## config.mk

```make
export PLATFORM = sky130hd
export DESIGN_NAME = reset_park_ctl
export DESIGN_NICKNAME = d
export VERILOG_FILES = /design/src/park_ctl_pkg.sv /design/src/sync2.sv /design/src/reset_park_ctl.sv
export SDC_FILE = /design/constraint.sdc
export NUM_CORES = 1
export LEC_CHECK = 0
export BUFFER_PORTS_ARGS = -buffer_cell sky130_fd_sc_hd__buf_2
export CORE_ASPECT_RATIO = 0.6
export CORE_MARGIN = 2
export CORE_UTILIZATION = 40
export CTS_BUF_LIST = sky130_fd_sc_hd__clkbuf_4 sky130_fd_sc_hd__clkbuf_8
export DETAILED_ROUTE_END_ITERATION = 12
export MAX_ROUTING_LAYER = met4
export SETUP_SLACK_MARGIN = 0.05
export SKIP_CTS_REPAIR_TIMING = 1
export SLEW_MARGIN = 20
export SYNTH_ARGS = -nofsm -noshare
export SYNTH_HDL_FRONTEND = slang
export SYNTH_SLANG_ARGS = --single-unit
```

## constraint.sdc

```tcl
create_clock -name clk -period 2.65 [get_ports clk]
set_input_delay 0.265 -clock clk [delete_from_list [all_inputs] [get_ports clk]]
set_output_delay 0.265 -clock clk [all_outputs]
set_load 0.02 [all_outputs]
```

## src/park_ctl_pkg.sv

```systemverilog
// constants and types shared by the reset, strap and park control logic
package park_ctl_pkg;

   // ---------------------------------------------------------------
   // clock and timing
   // ---------------------------------------------------------------
   localparam int CLK_FREQ_HZ = 50000000;
   localparam int STRAP_DELAY_NS = 1500;
   // strap sample delay in cycles, rounded down, at least one
   localparam int STRAP_DELAY_RAW = (STRAP_DELAY_NS * (CLK_FREQ_HZ / 1000000)) / 1000;
   localparam int STRAP_DELAY_CYC = (STRAP_DELAY_RAW < 1) ? 1 : STRAP_DELAY_RAW;
   localparam int CONFIG_CYC = 16;
   localparam int PARK_CYC = 8;

   // ---------------------------------------------------------------
   // widths and reset values
   // ---------------------------------------------------------------
   localparam int TP_WIDTH = 8;
   localparam int CNT_WIDTH = 12;
   localparam logic [TP_WIDTH-1:0] STRAP_RESET = 8'h00;
   localparam logic [TP_WIDTH-1:0] STRAP_NORMAL = 8'h00;
   localparam logic [CNT_WIDTH-1:0] CNT_RESET = 12'h000;

   // ---------------------------------------------------------------
   // sequencer states
   // ---------------------------------------------------------------
   typedef enum logic [2:0] {
      ST_HELD,
      ST_STRAP_WAIT,
      ST_CONFIG,
      ST_RUN,
      ST_PARKING,
      ST_PARKED
   } seq_state_t;

endpackage : park_ctl_pkg

```

## src/sync2.sv

```systemverilog
// two flip-flop level synchroniser with a constant reset value
`timescale 1ns/1ps
module sync2 #(
   parameter logic RESET_VAL = 1'b0
) (
   input wire logic clk,
   input wire logic rst,
   input wire logic async_in,
   output logic sync_out
);
   typedef struct packed {
      logic meta;
      logic stable;
   } sync_state_t;

   sync_state_t s_r;
   sync_state_t s_nxt;

   always_comb begin
      s_nxt.meta = async_in;
      s_nxt.stable = s_r.meta;
   end

   always_ff @(posedge clk) begin
      if (rst) begin
         s_r <= '{meta: RESET_VAL, stable: RESET_VAL};
      end else begin
         s_r <= s_nxt;
      end
   end

   assign sync_out = s_r.stable;
endmodule : sync2

```

## src/reset_park_ctl.sv

```systemverilog
// power-on reset release, test point strap capture and fast park control
// Behaviour
// - start self-configuration on a low-to-high edge of power_on_reset_n
// - keep all outputs inactive while power_on_reset_n is low
// - keep all eight test points high impedance while reset is low
// - sample test points about 1.5 us after release, then drive them
// - in normal operation test points carry only reserved test outputs
// - fast_park_request_n low during configuration or run parks the mirror array quickly
`timescale 1ns/1ps
module reset_park_ctl
   import park_ctl_pkg::*;
#(
   parameter int STRAP_CYC = STRAP_DELAY_CYC,
   parameter int CFG_CYC = CONFIG_CYC,
   parameter int PRK_CYC = PARK_CYC
) (
   input wire logic clk,
   input wire logic rst,
   input wire logic power_on_reset_n,
   input wire logic fast_park_request_n,
   input wire logic factory_test_enable,
   input wire logic scan_test_reset_n,
   input wire logic [TP_WIDTH-1:0] test_point_in,
   output logic [TP_WIDTH-1:0] test_point_out,
   output logic [TP_WIDTH-1:0] test_point_oe,
   output logic [TP_WIDTH-1:0] test_mode,
   output logic normal_mode,
   output logic config_start,
   output logic config_busy,
   output logic ready,
   output logic mirror_park,
   output logic parked
);

   // ---------------------------------------------------------------
   // parameter checks
   // ---------------------------------------------------------------
   initial begin
      if (STRAP_CYC < 1 || STRAP_CYC >= (1 << CNT_WIDTH)) begin
         $error("STRAP_CYC out of range");
      end
      if (CFG_CYC < 1 || CFG_CYC >= (1 << CNT_WIDTH)) begin
         $error("CFG_CYC out of range");
      end
      if (PRK_CYC < 1 || PRK_CYC >= (1 << CNT_WIDTH)) begin
         $error("PRK_CYC out of range");
      end
   end

   localparam logic [CNT_WIDTH-1:0] STRAP_LAST = CNT_WIDTH'(STRAP_CYC - 1);
   localparam logic [CNT_WIDTH-1:0] CFG_LAST = CNT_WIDTH'(CFG_CYC - 1);
   localparam logic [CNT_WIDTH-1:0] PRK_LAST = CNT_WIDTH'(PRK_CYC - 1);

   // ---------------------------------------------------------------
   // pin synchronisers
   // ---------------------------------------------------------------
   logic por_n_s;
   logic park_n_s;
   logic ftest_s;
   logic scan_rst_n_s;
   logic [TP_WIDTH-1:0] tp_s;

   sync2 #(.RESET_VAL(1'b0)) u_sync_por (
      .clk(clk), .rst(rst), .async_in(power_on_reset_n), .sync_out(por_n_s));
   sync2 #(.RESET_VAL(1'b1)) u_sync_park (
      .clk(clk), .rst(rst), .async_in(fast_park_request_n), .sync_out(park_n_s));
   sync2 #(.RESET_VAL(1'b0)) u_sync_ftest (
      .clk(clk), .rst(rst), .async_in(factory_test_enable), .sync_out(ftest_s));
   sync2 #(.RESET_VAL(1'b0)) u_sync_scan (
      .clk(clk), .rst(rst), .async_in(scan_test_reset_n), .sync_out(scan_rst_n_s));

   genvar gi;
   generate
      for (gi = 0; gi < TP_WIDTH; gi++) begin : g_tp_sync
         sync2 #(.RESET_VAL(1'b0)) u_sync_tp (
            .clk(clk), .rst(rst), .async_in(test_point_in[gi]), .sync_out(tp_s[gi]));
      end
   endgenerate

   // ---------------------------------------------------------------
   // state
   // ---------------------------------------------------------------
   typedef struct packed {
      seq_state_t state;
      logic por_prev;
      logic [CNT_WIDTH-1:0] cnt;
      logic [TP_WIDTH-1:0] strap;
      logic [TP_WIDTH-1:0] tp_oe;
      logic [TP_WIDTH-1:0] tp_out;
      logic normal;
      logic cfg_start;
      logic cfg_busy;
      logic rdy;
      logic park;
      logic parked;
   } ctl_state_t;

   ctl_state_t s_r;
   ctl_state_t s_nxt;

   localparam ctl_state_t CTL_RESET = '{
      state: ST_HELD, por_prev: 1'b0, cnt: CNT_RESET, strap: STRAP_RESET,
      tp_oe: '0, tp_out: '0, normal: 1'b0, cfg_start: 1'b0, cfg_busy: 1'b0,
      rdy: 1'b0, park: 1'b0, parked: 1'b0};

   logic por_rise;
   assign por_rise = por_n_s && !s_r.por_prev;

   always_comb begin
      s_nxt = s_r;
      s_nxt.por_prev = por_n_s;
      s_nxt.cfg_start = 1'b0;
      if (!por_n_s) begin
         s_nxt = CTL_RESET;
         s_nxt.por_prev = 1'b0;
      end else begin
         case (s_r.state)
            ST_HELD: begin
               if (por_rise) begin
                  s_nxt.state = ST_STRAP_WAIT;
                  s_nxt.cnt = CNT_RESET;
               end
            end
            ST_STRAP_WAIT: begin
               if (s_r.cnt == STRAP_LAST) begin
                  s_nxt.strap = tp_s;
                  s_nxt.normal = (tp_s == STRAP_NORMAL) && !ftest_s;
                  s_nxt.tp_oe = '1;
                  s_nxt.state = ST_CONFIG;
                  s_nxt.cfg_start = 1'b1;
                  s_nxt.cfg_busy = 1'b1;
                  s_nxt.cnt = CNT_RESET;
               end else begin
                  s_nxt.cnt = s_r.cnt + 1'b1;
               end
            end
            ST_CONFIG: begin
               // configuration waits while scan reset is high
               if (s_r.cnt == CFG_LAST && !scan_rst_n_s) begin
                  s_nxt.cfg_busy = 1'b0;
                  s_nxt.rdy = 1'b1;
                  s_nxt.state = ST_RUN;
               end else if (s_r.cnt != CFG_LAST) begin
                  s_nxt.cnt = s_r.cnt + 1'b1;
               end
            end
            ST_RUN: begin
            end
            ST_PARKING: begin
               if (s_r.cnt == PRK_LAST) begin
                  s_nxt.parked = 1'b1;
                  s_nxt.state = ST_PARKED;
               end else begin
                  s_nxt.cnt = s_r.cnt + 1'b1;
               end
            end
            ST_PARKED: begin
            end
            default: begin
               s_nxt.state = ST_HELD;
            end
         endcase
         // fast park overrides run and config
         if (!park_n_s && (s_r.state == ST_CONFIG || s_r.state == ST_RUN)) begin
            s_nxt.state = ST_PARKING;
            s_nxt.park = 1'b1;
            s_nxt.rdy = 1'b0;
            s_nxt.cfg_busy = 1'b0;
            s_nxt.cnt = CNT_RESET;
         end
         // reserved test output: strap echo in test mode, low otherwise
         s_nxt.tp_out = s_nxt.normal ? '0 : s_nxt.strap;
      end
   end

   always_ff @(posedge clk) begin
      if (rst) begin
         s_r <= CTL_RESET;
      end else begin
         s_r <= s_nxt;
      end
   end

   // ---------------------------------------------------------------
   // outputs
   // ---------------------------------------------------------------
   assign test_point_out = s_r.tp_out;
   assign test_point_oe = s_r.tp_oe;
   assign test_mode = s_r.strap;
   assign normal_mode = s_r.normal;
   assign config_start = s_r.cfg_start;
   assign config_busy = s_r.cfg_busy;
   assign ready = s_r.rdy;
   assign mirror_park = s_r.park;
   assign parked = s_r.parked;

   // strap check delay: antecedent already spans two cycles after the edge
   localparam int STRAP_CHK = STRAP_CYC - 1;
endmodule : reset_park_ctl

```

==> results.md, run 1 <==
Drt:
- The total routed wirelength is 4.99 mm.
- The residual DRC count is 0.
- The first-pass detailed-route iteration total is 4.
- The detailed route wirelength on metal3 is 367 µm.
- After detailed routing, the met2 layer carries 1.79 mm of wire.
- In the routed layout, each cell is associated on average with a via count of 4.81.
- For this block, the initial DRC count from the detailed router was 98.
- In the final routed layout, each cell accounts on average for 12.7 µm.
- The highest metal layer used by the detailed router is met4.
- The routed metal-1 wirelength is 2.77 mm.
- The detailed router placed 1890 vias in this run.
- The detail route stage leaves a number of antenna-violating nets equal to 0.

Yosys:
- Of the post-synthesis cell area, the dominant cell type holds 0.493.
- The count of different cell masters after synthesis is 46.
- The synthesis warning total is 0.
- The share of the Yosys chip area taken by registers is 0.493.
- The synthesized design spends more area on one cell type than any other, namely sky130_fd_sc_hd__dfxtp_1.
- A synthesized cell averages 9.11 µm².
- For this run, the leading register cell type out of synthesis is sky130_fd_sc_hd__dfxtp_1.
- By count the netlist is led by sky130_fd_sc_hd__dfxtp_1 (63), sky130_fd_sc_hd__nand2_1 (32), sky130_fd_sc_hd__a21oi_1 (28).
- After technology mapping, the gate count stands at 281.
- The cell with the most instances after synthesis is sky130_fd_sc_hd__dfxtp_1.
- The number of nets produced by synthesis is 297.
- Ranked by total cell area, the synthesized netlist is headed by sky130_fd_sc_hd__dfxtp_1 (49%), sky130_fd_sc_hd__buf_4 (7.0%), sky130_fd_sc_hd__a21oi_1 (5.5%).
- The cell area that synthesis handed to floorplanning was 2560 µm².
- The number of flops mapped to enable cells by yosys is 0.
- For this run, asynchronously set or reset flops after synthesis account for 0.
- After synthesis the netlist holds a flip-flop and latch count of 63.

Layout:
- In the final layout, the share of cells above drive strength 1 is 0.246.
- Relative to the synthesized area, the layout overhead comes to 13.4%.
- The net count of the finished layout is 320.
- With fillers left out, the area of the finished cells amounts to 2900 µm².
- 0 antenna diodes ended up in the layout.
- The total area of sequential cells is 1260 µm².
- The area of combinational cells with multiple inputs is 1040 µm².
- The filler cell count is 591.

GRT:
- The total congestion overflow after global routing is 0.
- The pin count of the biggest net entering global routing is 26.
- Across every metal layer, demand over resource in global routing totals 0.162.
- The number of antenna violations at the first check in global routing was 0.
- The number of global-route vias before repair is 1696.
- The first global-routing pass estimated 8.36 mm of wire.

Die:
- The initialized floorplan defines 22 standard-cell rows.
- For this configuration, the core starts out at a cell density of 0.417.
- The floorplan step defined a die boundary enclosing 7080 µm².
- The number of placed I/O pins is 44.
- The floorplan step set the die height to 66.0 µm.
- The horizontal extent of the die is 107 µm.
- The core region is 6140 µm².

Setup path:
- The critical path is of the reg -> reg type.
- The sort of element at the start of the critical path is a register.
- For the worst setup path, the data arrival time is 2.35 ns.
- The worst reg2reg path depth is 5.
- The critical path data required time is 2.89 ns.
- STA classifies the critical path endpoint as a register.
- The maximum fanout along the worst path is 7.

Clocking:
- TritonCTS built the clock tree.
- Buffers inserted during clock tree synthesis total 9.
- The maximum clock path buffer count is 2.
- The buffer cell driving the clock tree root is sky130_fd_sc_hd__clkbuf_8.
- The H-tree was split into 3 levels.
- The clock insertion delay at the later pin of the skew report is 0.34 ns.
- The total clock sinks is 63.
- After clock tree synthesis, the clock-pin slew on the worst setup and hold paths is 0.07 ns.

Place:
- The post-place instance area is 2680 µm².
- The final weighted congestion in routability-driven placement is 0.897.
- The detailed placement HPWL is 3.64 mm.
- In this run the tool buffered the top-level ports with 43 buffer cells.

Timing:
- The max-slew violation total from the final report is 0.
- The sum of negative setup slack is 0 ns.
- The number of failing setup endpoints in the final timing report is 0.
- The maximum clock frequency is 0.474 GHz.
- The hold violation total from the final report is 0.
- The largest clock skew in the final design is 0.00428 ns.
- Headroom to the max-slew limit came out at 0.625.
- Setup repair after global routing left no endpoint under its margin.
- The actual transition at the worst max-transition pin is 0.556 ns.
- In the finished design, the share of the clock period the worst path needs comes to 0.797.
- After layout, the minimum clock period comes to 2.11 ns.
- The worst slack on hold paths is 0.110 ns.

Power and ir drop:
- The worst ir drop on vdd is 0.385 mV.
- Summed over all cells, the static leakage comes to 1.13 nW.
- The overall power of the completed layout is 1.95 mW.
- The power density over the cells is 673 nW/µm².

Worst hold path:
- The kind of path behind the tightest hold check is in -> reg.
- The worst hold path passes through 2 cells.

Outcome:
- The run finished with clean final reports.

Run:
- The number of maximum-capacitance violations is 0.
## metal layers
layer | vias up | track usage
met2 | 64 | 0.199
met4 | 0 | 0.0714
met1 | 847 | 0.231
li1 | 973 | -
met5 | - | -
met3 | 6 | 0.0601
## logic make-up (layout without fill, tap and decap cells)
group | after synthesis | count (layout) | synth area share
adder cells (fa/ha/maj) | 3 | 3 | 0.0137
XOR/XNOR | 7 | 7 | 0.0239
buffers and inverters | 41 | 69 | 0.0997
multiplexers | 2 | 2 | 0.00782
AND/OR/NAND/NOR | 117 | 117 | 0.249
AO/OA/AOI/OAI | 48 | 48 | 0.113
flip-flops | 63 | 63 | 0.493
## placed cells by master (no fill, tap or decap), drive strengths merged, types with 3 or more instances in the layout
cell type | Yosys | routed
xnor2 | 3 | 3
nand2b | 5 | 5
nand3 | 3 | 3
or3 | 9 | 9
nand2 | 32 | 32
clkbuf | 7 | 9
nor3 | 3 | 3
dfxtp | 63 | 63
nor4 | 5 | 5
inv | 6 | 9
nor2 | 20 | 20
nor2b | 22 | 22
xor2 | 4 | 4
nand4 | 4 | 4
o21ai | 9 | 9
buf | 28 | 47
a21oi | 28 | 28
## critical path, cell delays in order (launching register included)
cell and delay (ns):
sky130_fd_sc_hd__dfxtp_1 0.35, sky130_fd_sc_hd__or4_4 0.61, sky130_fd_sc_hd__or3_1 0.43, sky130_fd_sc_hd__o21ai_1 0.27, sky130_fd_sc_hd__nor3_1 0.09, sky130_fd_sc_hd__a31o_2 0.26
## sequential cells by signal, summed over array words and instances (netlist names), 8 cells and up
signal and cells:
g_tp_sync.u_sync_tp.sync_out 8, test_point_out 8, test_mode 8, g_tp_sync.u_sync_tp.s_nxt 8
s_r 16
## layout make-up
type | count | area share
repair buffers | 47 | 0.0844
multi-input cells | 177 | 0.359
clock inverters | 7 | 0.0353
well taps | 84 | 0.0362
inverters | 6 | 0.00776
clock buffers | 9 | 0.0427
flip-flops and latches | 63 | 0.434
## path summary, 6_finish.rpt
kind,from,endpoint,slack [ns]
max reg2reg,s_r[37],s_r[31],0.54
min reg2reg,u_sync_park.s_nxt[0],u_sync_park.sync_out,0.43
min,fast_park_request_n,u_sync_park.s_nxt[0],0.11
max,s_r[37],s_r[31],0.54
## power by group
group          switching [mW]  total [mW]  internal (mW)
clock                   0.398       0.939          0.541
sequential            0.00735       0.971          0.964
combinational          0.0218      0.0448         0.0230
total                   0.427        1.95           1.53
## through the flow
stage / util / worst slack [ns] / std cells
floorplan: - / 0.641 / 281
global placement: 0.436 / 0.572 / 377
detailed placement: 0.436 / 0.568 / 377
CTS: 0.473 / 0.555 / 393
global route: 0.473 / 0.388 / 393
finish: 0.473 / 0.539 / 393
Note: power is estimated with default switching activity, not from simulation.
==> inputs of run 2 (changes only) <==
==> constraint.sdc (replaced) <==
create_clock -name clk -period 1.8 [get_ports clk]
set_input_delay 0.18 -clock clk [delete_from_list [all_inputs] [get_ports clk]]
set_output_delay 0.18 -clock clk [all_outputs]
set_load 0.02 [all_outputs]
==> run 2 against run 1 <==
Against the previous run: the run now ends with setup timing left; register-to-register slack got worse by 0.64 ns; combinational power increased by 77%; sequential cell count unchanged; sequential share of layout area decreased by 4.2 points; count of clock-buffer cells in the layout increased by 5; non-clock buffer count increased by 30; cell area increased by 11%; cell count increased by 7.9%; hold slack got worse by 0.092 ns; setup slack got worse by 0.64 ns; clock skew increased by 0.0041 ns; total power increased by 44%; critical path type unchanged; largest cell class unchanged; highest routed layer unchanged.
==> results.md, run 2 (synthesis results as in run 1) <==
Setup path:
- The sort of element at the start of the critical path is a register.
- The worst endpoint data arrival time is 2.13 ns (-0.22 ns).
- The worst setup path category is reg -> reg.
- The maximum fanout along the worst path is 7 (unchanged).
- The critical path data required time is 2.02 ns (-0.87 ns).
- The kind of end point of the critical path is a register.

Timing:
- The number of failing setup endpoints in the final timing report was 30 (+30).
- The largest clock skew in the final design is 0.00835 ns (+0.00407 ns).
- Setup repair after global routing could not meet its margin everywhere.
- The slack of the critical path is -0.103 ns (-0.642 ns).
- The worst slack on hold paths came to 0.0177 ns (-0.0922 ns).
- The final critical delay including setup and external delays is 1.90 ns (-0.208 ns).
- The actual transition at the worst max-transition pin is 0.414 ns (-0.143 ns).
- The normalized max-slew margin is 0.723 (+0.0982).
- The final clock period utilization by the worst path is 1.06 (+0.261).
- The sum of negative setup slack was -1.50 ns (-1.50 ns).
- The hold violation total from the final report is 0 (unchanged).
- The max-slew violation total from the final report is 0 (unchanged).
- The maximum clock frequency is 0.525 GHz (+11%).

Die:
- The core area is 6140 µm² (unchanged).
- The effective utilization at floorplan is 0.417 (unchanged).
- The number of placed I/O pins is 44 (unchanged).
- The die footprint was 7080 µm² (unchanged).
- The die height came to 66.0 µm (unchanged).
- The horizontal extent of the die is 107 µm (unchanged).
- The number of core rows is 22 (unchanged).

Power and ir drop:
- The static power due to leakage came to 1.29 nW (+14%).
- The power density over the cells is 873 nW/µm² (+30%).
- The overall power of the completed layout was 2.81 mW (+44%).
- The worst ir drop on vdd is 0.306 mV (-21%).

Clocking:
- The clock transition at the registers of the reported paths was 0.07 ns (about the same).
- TritonCTS built the clock tree.
- The tree is rooted in a sky130_fd_sc_hd__clkbuf_8.
- The number of buffers inserted during clock tree synthesis is 9 (unchanged).
- The total clock sinks is 63 (unchanged).
- The depth of the CTS H-tree is 3 (unchanged).
- The clock insertion delay at the later pin of the skew report was 0.34 ns (about the same).
- The maximum clock path buffer count is 2 (unchanged).

Layout:
- The top register by number of flip-flops is s_r.
- The share of final-layout standard cells stronger than drive strength 1 was 0.353 (+0.107).
- Relative to the synthesized area, the layout overhead comes to 25.9%.
- The library cell used most frequently in the layout, excluding fill and tap cells, is sky130_fd_sc_hd__dfxtp_1.
- In the layout the commonest cells are sky130_fd_sc_hd__dfxtp_1 (61), sky130_fd_sc_hd__buf_2 (43), sky130_fd_sc_hd__buf_4 (34).
- The core occupancy in the finished layout was 0.525 (+0.0518).
- The flip-flop count of the largest register, all copies and words added is 16 (unchanged).
- The antenna diode count was 0 (unchanged).
- The non-filler instance count after layout is 424 (+7.9%).
- The number of nets in the layout was 351 (+9.7%).
- The filler cell count is 577 (-2.4%).

Drt:
- The highest metal layer used by the detailed router is met4.
- The average detailed-routed wire length per instance was 13.1 µm (+3.2%).
- The residual antenna-violating net count after detailed routing is 0 (unchanged).
- The detailed route wirelength on metal3 is 392 µm (+6.8%).
- The starting DRC count in detailed routing was 61 (-38%).
- The total routed wirelength is 5.56 mm (+11%).
- The routed metal-1 wirelength is 3.02 mm (+9.1%).
- The via density per instance is 4.83 (+0.44%).
- The sum of met2 wire segment lengths after detailed routing is 2.10 mm (+17%).
- The first-pass detailed-route iteration total was 4 (unchanged).
- The via count of the routed design is 2048 (+8.4%).
- The residual DRC count is 0 (unchanged).

Place:
- The final weighted congestion in routability-driven placement came to 0.861 (-3.9%).
- The detailed placement HPWL came to 3.95 mm (+8.5%).
- The instance count after placement with tap cells included is 404 (+7.2%).
- The number of I/O port buffers was 43 (unchanged).

GRT:
- The number of global-route vias before repair came to 1774 (+4.6%).
- The pin count of the biggest net entering global routing is 25 (-3.8%).
- The total congestion overflow after global routing is 0 (unchanged).
- The total routing usage reported by global routing came to 0.167 (+0.00517).
- The wire length of the first global-routing pass is 8.65 mm (+3.4%).
- The number of antenna violations at the first check in global routing came to 0 (unchanged).

Run:
- The number of maximum-capacitance violations is 0 (unchanged).

Outcome:
- The checks that failed: setup timing.
- The run finished, with violations left.

Worst hold path:
- The min-delay analysis places its worst path in the category in -> reg.
run 2: worst max-delay path, stage by stage (launching register included):
cell,delay (ns)
sky130_fd_sc_hd__dfxtp_1,0.31
sky130_fd_sc_hd__or4_4,0.61
sky130_fd_sc_hd__or3_4,0.39
sky130_fd_sc_hd__o2111ai_4,0.28
sky130_fd_sc_hd__or3_1,0.15
sky130_fd_sc_hd__a21oi_1,0.06
run 2: power by group:
part | internal, mW | switching [mW] | total [mW]
logic | 0.0415 | 0.0377 | 0.0792
registers | 1.42 | 0.00905 | 1.43
clock network | 0.785 | 0.521 | 1.31
total | 2.25 | 0.568 | 2.81
run 2: per-layer routing:
metal / vias up / track usage
li1: 1046 / -
met1: 932 / 0.247
met2: 64 / 0.204
met3: 6 / 0.0680
met4: 0 / 0.0438
met5: - / -
run 2: cell type report:
cell class / count / area, µm² / area share
Sequential cell: 63 / 1260 / 0.392
Multi-Input combinational cell: 178 / 1140 / 0.355
Timing Repair Buffer: 77 / 470 / 0.146
Clock buffer: 14 / 180 / 0.0559
Tap cell: 84 / 105 / 0.0326
Clock inverter: 2 / 37.5 / 0.0117
Inverter: 6 / 22.5 / 0.00699
run 2: per-stage QoR:
stage / worst slack [ns] / instance area, µm²
3_3_place_gp: -0.129 / 2900
4_1_cts: -0.215 / 3120
5_1_grt: -0.240 / 3220
2_1_floorplan: -0.117 / 2600
6_report: -0.103 / 3220
3_5_place_dp: -0.208 / 2900
run 2: final timing paths:
path	from	endpoint	slack (ns)	depth (start not counted)
setup / recovery	s_r[39]	s_r[40]	-0.10	5
hold / removal	fast_park_request_n	u_sync_park.s_nxt[0]	0.02	2
setup reg to reg	s_r[39]	s_r[40]	-0.10	5
hold reg to reg	u_sync_park.s_nxt[0]	u_sync_park.sync_out	0.42	1
==> inputs of run 3 (changes only) <==
==> constraint.sdc (replaced) <==
create_clock -name clk -period 1.6 [get_ports clk]
set_input_delay 0.16 -clock clk [delete_from_list [all_inputs] [get_ports clk]]
set_output_delay 0.16 -clock clk [all_outputs]
set_load 0.02 [all_outputs]
==> run 3 against run 2 <==
Against the previous run: sequential power rose by 13%; critical path type unchanged; sequential cell count did not move; cell count rose by 3.8%; setup slack got worse by 0.30 ns; first-iteration DRC count rose by 52%; the run still ends with setup timing left; hold slack got worse by 0.0036 ns.
==> results.md, run 3 (synthesis results as in run 1) <==
Outcome:
- The flow ran to the end, but the final reports show violations.
- The checks that failed: setup timing.

Layout:
- The filler cell count is 521 (-9.7%).
- The number of nets in the layout is 368 (+4.8%).
- The top register by number of flip-flops is s_r.
- The flip-flop count of the largest register, all copies and words added is 16 (unchanged).
- The final instance area came to 3500 µm² (+8.7%).
- The area of combinational cells with multiple inputs is 1290 µm² (+13%).
- The core occupancy in the finished layout is 0.571 (+0.0457).
- The share of final-layout standard cells stronger than drive strength 1 is 0.461 (+0.108).
- The total area of sequential cells is 1260 µm² (about the same).
- The antenna diode count is 0 (unchanged).
- The non-filler instance count after layout is 440 (+3.8%).
- The top cell types in the final layout, fill and taps aside, are sky130_fd_sc_hd__dfxtp_1 (60), sky130_fd_sc_hd__buf_4 (45), sky130_fd_sc_hd__buf_2 (43).
- The most common cell after layout, fill and taps aside is sky130_fd_sc_hd__dfxtp_1.
- From synthesis to final layout, the design area changed by 36.8%.

Setup path:
- The buffering stage count on the worst path with inverters included was 1 (+1).
- The worst endpoint data arrival time is 2.23 ns (+0.10 ns).
- The delay of the slowest cell on the worst path came to 0.57 ns (-0.04 ns).
- The slowest stage of the critical path belongs to the cell sky130_fd_sc_hd__or4_4.
- The critical path is of the reg -> reg type.
- Broken down by cell family, the worst path's largest delay share belongs to simple AND/OR/NAND/NOR gates.
- The kind of end point of the critical path is a register.
- The sort of element at the start of the critical path is a register.
- The critical path data required time came to 1.82 ns (-0.20 ns).
- Walking the worst path, the cells encountered are or4_4, buf_6, nor4_4, o22ai_2, or3_4, mux2i_1.
- The maximum fanout along the worst path came to 4 (-3).

Drt:
- The via count of the routed design was 2108 (+2.9%).
- The first-pass detailed-route iteration total is 4 (unchanged).
- The sum of met2 wire segment lengths after detailed routing is 2.43 mm (+16%).
- The residual antenna-violating net count after detailed routing is 0 (unchanged).
- The routed metal-1 wirelength is 3.19 mm (+5.7%).
- The starting DRC count in detailed routing is 93 (+52%).
- The residual DRC count is 0 (unchanged).
- The total routed wirelength is 6.29 mm (+13%).
- The average detailed-routed wire length per instance came to 14.3 µm (+9.0%).
- The highest metal layer used by the detailed router is met4.
- The detailed route wirelength on metal3 came to 562 µm (+43%).
- The via density per instance was 4.79 (-0.81%).

Die:
- The core area came to 6140 µm² (unchanged).
- The die height was 66.0 µm (unchanged).
- The die footprint is 7080 µm² (unchanged).
- The number of core rows was 22 (unchanged).
- The number of placed I/O pins is 44 (unchanged).
- The effective utilization at floorplan is 0.417 (unchanged).
- The horizontal extent of the die was 107 µm (unchanged).

GRT:
- The total routing usage reported by global routing came to 0.174 (+0.00660).
- The total congestion overflow after global routing came to 0 (unchanged).
- The wire length of the first global-routing pass came to 8.80 mm (+1.8%).
- The number of antenna violations at the first check in global routing was 0 (unchanged).
- The number of global-route vias before repair came to 1835 (+3.4%).
- The pin count of the biggest net entering global routing came to 25 (unchanged).

Place:
- The detailed placement HPWL is 4.14 mm (+4.9%).
- The number of I/O port buffers is 43 (unchanged).
- The post-place instance area is 3000 µm² (+3.3%).
- The final weighted congestion in routability-driven placement is 0.937 (+8.8%).
- The instance count after placement with tap cells included was 416 (+3.0%).

Worst hold path:
- The kind of path behind the tightest hold check is in -> reg.

Timing:
- The normalized max-slew margin is 0.601 (-0.123).
- The slack of the critical path is -0.404 ns (-0.301 ns).
- The hold violation total from the final report came to 0 (unchanged).
- The worst slack on hold paths came to 0.0141 ns (-0.00361 ns).
- The final critical delay including setup and external delays is 2.00 ns (+0.101 ns).
- The maximum clock frequency came to 0.499 GHz (-5.0%).
- The actual transition at the worst max-transition pin is 0.597 ns (+0.183 ns).
- The max-slew violation total from the final report is 0 (unchanged).
- Setup repair after global routing could not meet its margin everywhere.
- The final clock period utilization by the worst path is 1.25 (+0.195).
- The largest clock skew in the final design is 0.00615 ns (-0.00220 ns).
- The number of failing setup endpoints in the final timing report was 37 (+23%).

Power and ir drop:
- The worst ir drop on vdd is 0.471 mV (+54%).
- The static power due to leakage is 1.42 nW (+11%).
- The power density over the cells is 883 nW/µm² (+1.1%).

Clocking:
- The clock transition at the registers of the reported paths was 0.07 ns (about the same).
- The maximum clock path buffer count is 2 (unchanged).
- The number of buffers inserted during clock tree synthesis is 9 (unchanged).
- The clock insertion delay at the later pin of the skew report came to 0.33 ns (about the same).
- The buffer cell driving the clock tree root is sky130_fd_sc_hd__clkbuf_8.
- TritonCTS built the clock tree.
- The depth of the CTS H-tree is 3 (unchanged).
- The total clock sinks was 63 (unchanged).

Run:
- The number of maximum-capacitance violations is 0 (unchanged).
[run 3: stage by stage]
step                      worst slack (ns)  total power, mW  setup TNS [ns]
after floorplan                     -0.317             1.69           -7.93
after global placement              -0.358             1.73           -9.64
after detailed placement            -0.394             1.73          -10.73
after CTS                           -0.406             3.10          -11.54
after global routing                -0.466             3.21          -13.91
final                               -0.404             3.09          -11.71
[run 3: area by class of cell]
type	instances	share of cell area
multi-input combinational	178	0.368
sequential	63	0.361
timing repair buffer	94	0.177
clock buffer	12	0.0454
tap	84	0.0300
clock inverter	3	0.0121
inverter	6	0.00643
[run 3: power breakdown]
group          total (mW)  internal (mW)  switching [mW]
combinational      0.0994         0.0514          0.0480
sequential           1.61           1.60          0.0119
clock                1.38          0.811           0.572
total                3.09           2.46           0.631
[run 3: routing by layer]
| layer | up-vias | global-route usage |
|---|---|---|
| met5 | - | - |
| met4 | 0 | 0.0649 |
| met3 | 8 | 0.0591 |
| met2 | 92 | 0.218 |
| met1 | 934 | 0.252 |
| li1 | 1074 | - |
[run 3: worst paths after layout]
| kind | from | end | slack (ns) | depth (start not counted) |
|---|---|---|---|---|
| worst min register to register | u_sync_park.s_nxt[0] | u_sync_park.sync_out | 0.41 | 1 |
| worst max-delay path | s_r[38] | config_busy | -0.40 | 6 |
| worst max register to register | s_r[38] | config_busy | -0.40 | 6 |
| worst min-delay path | fast_park_request_n | u_sync_park.s_nxt[0] | 0.01 | 2 |
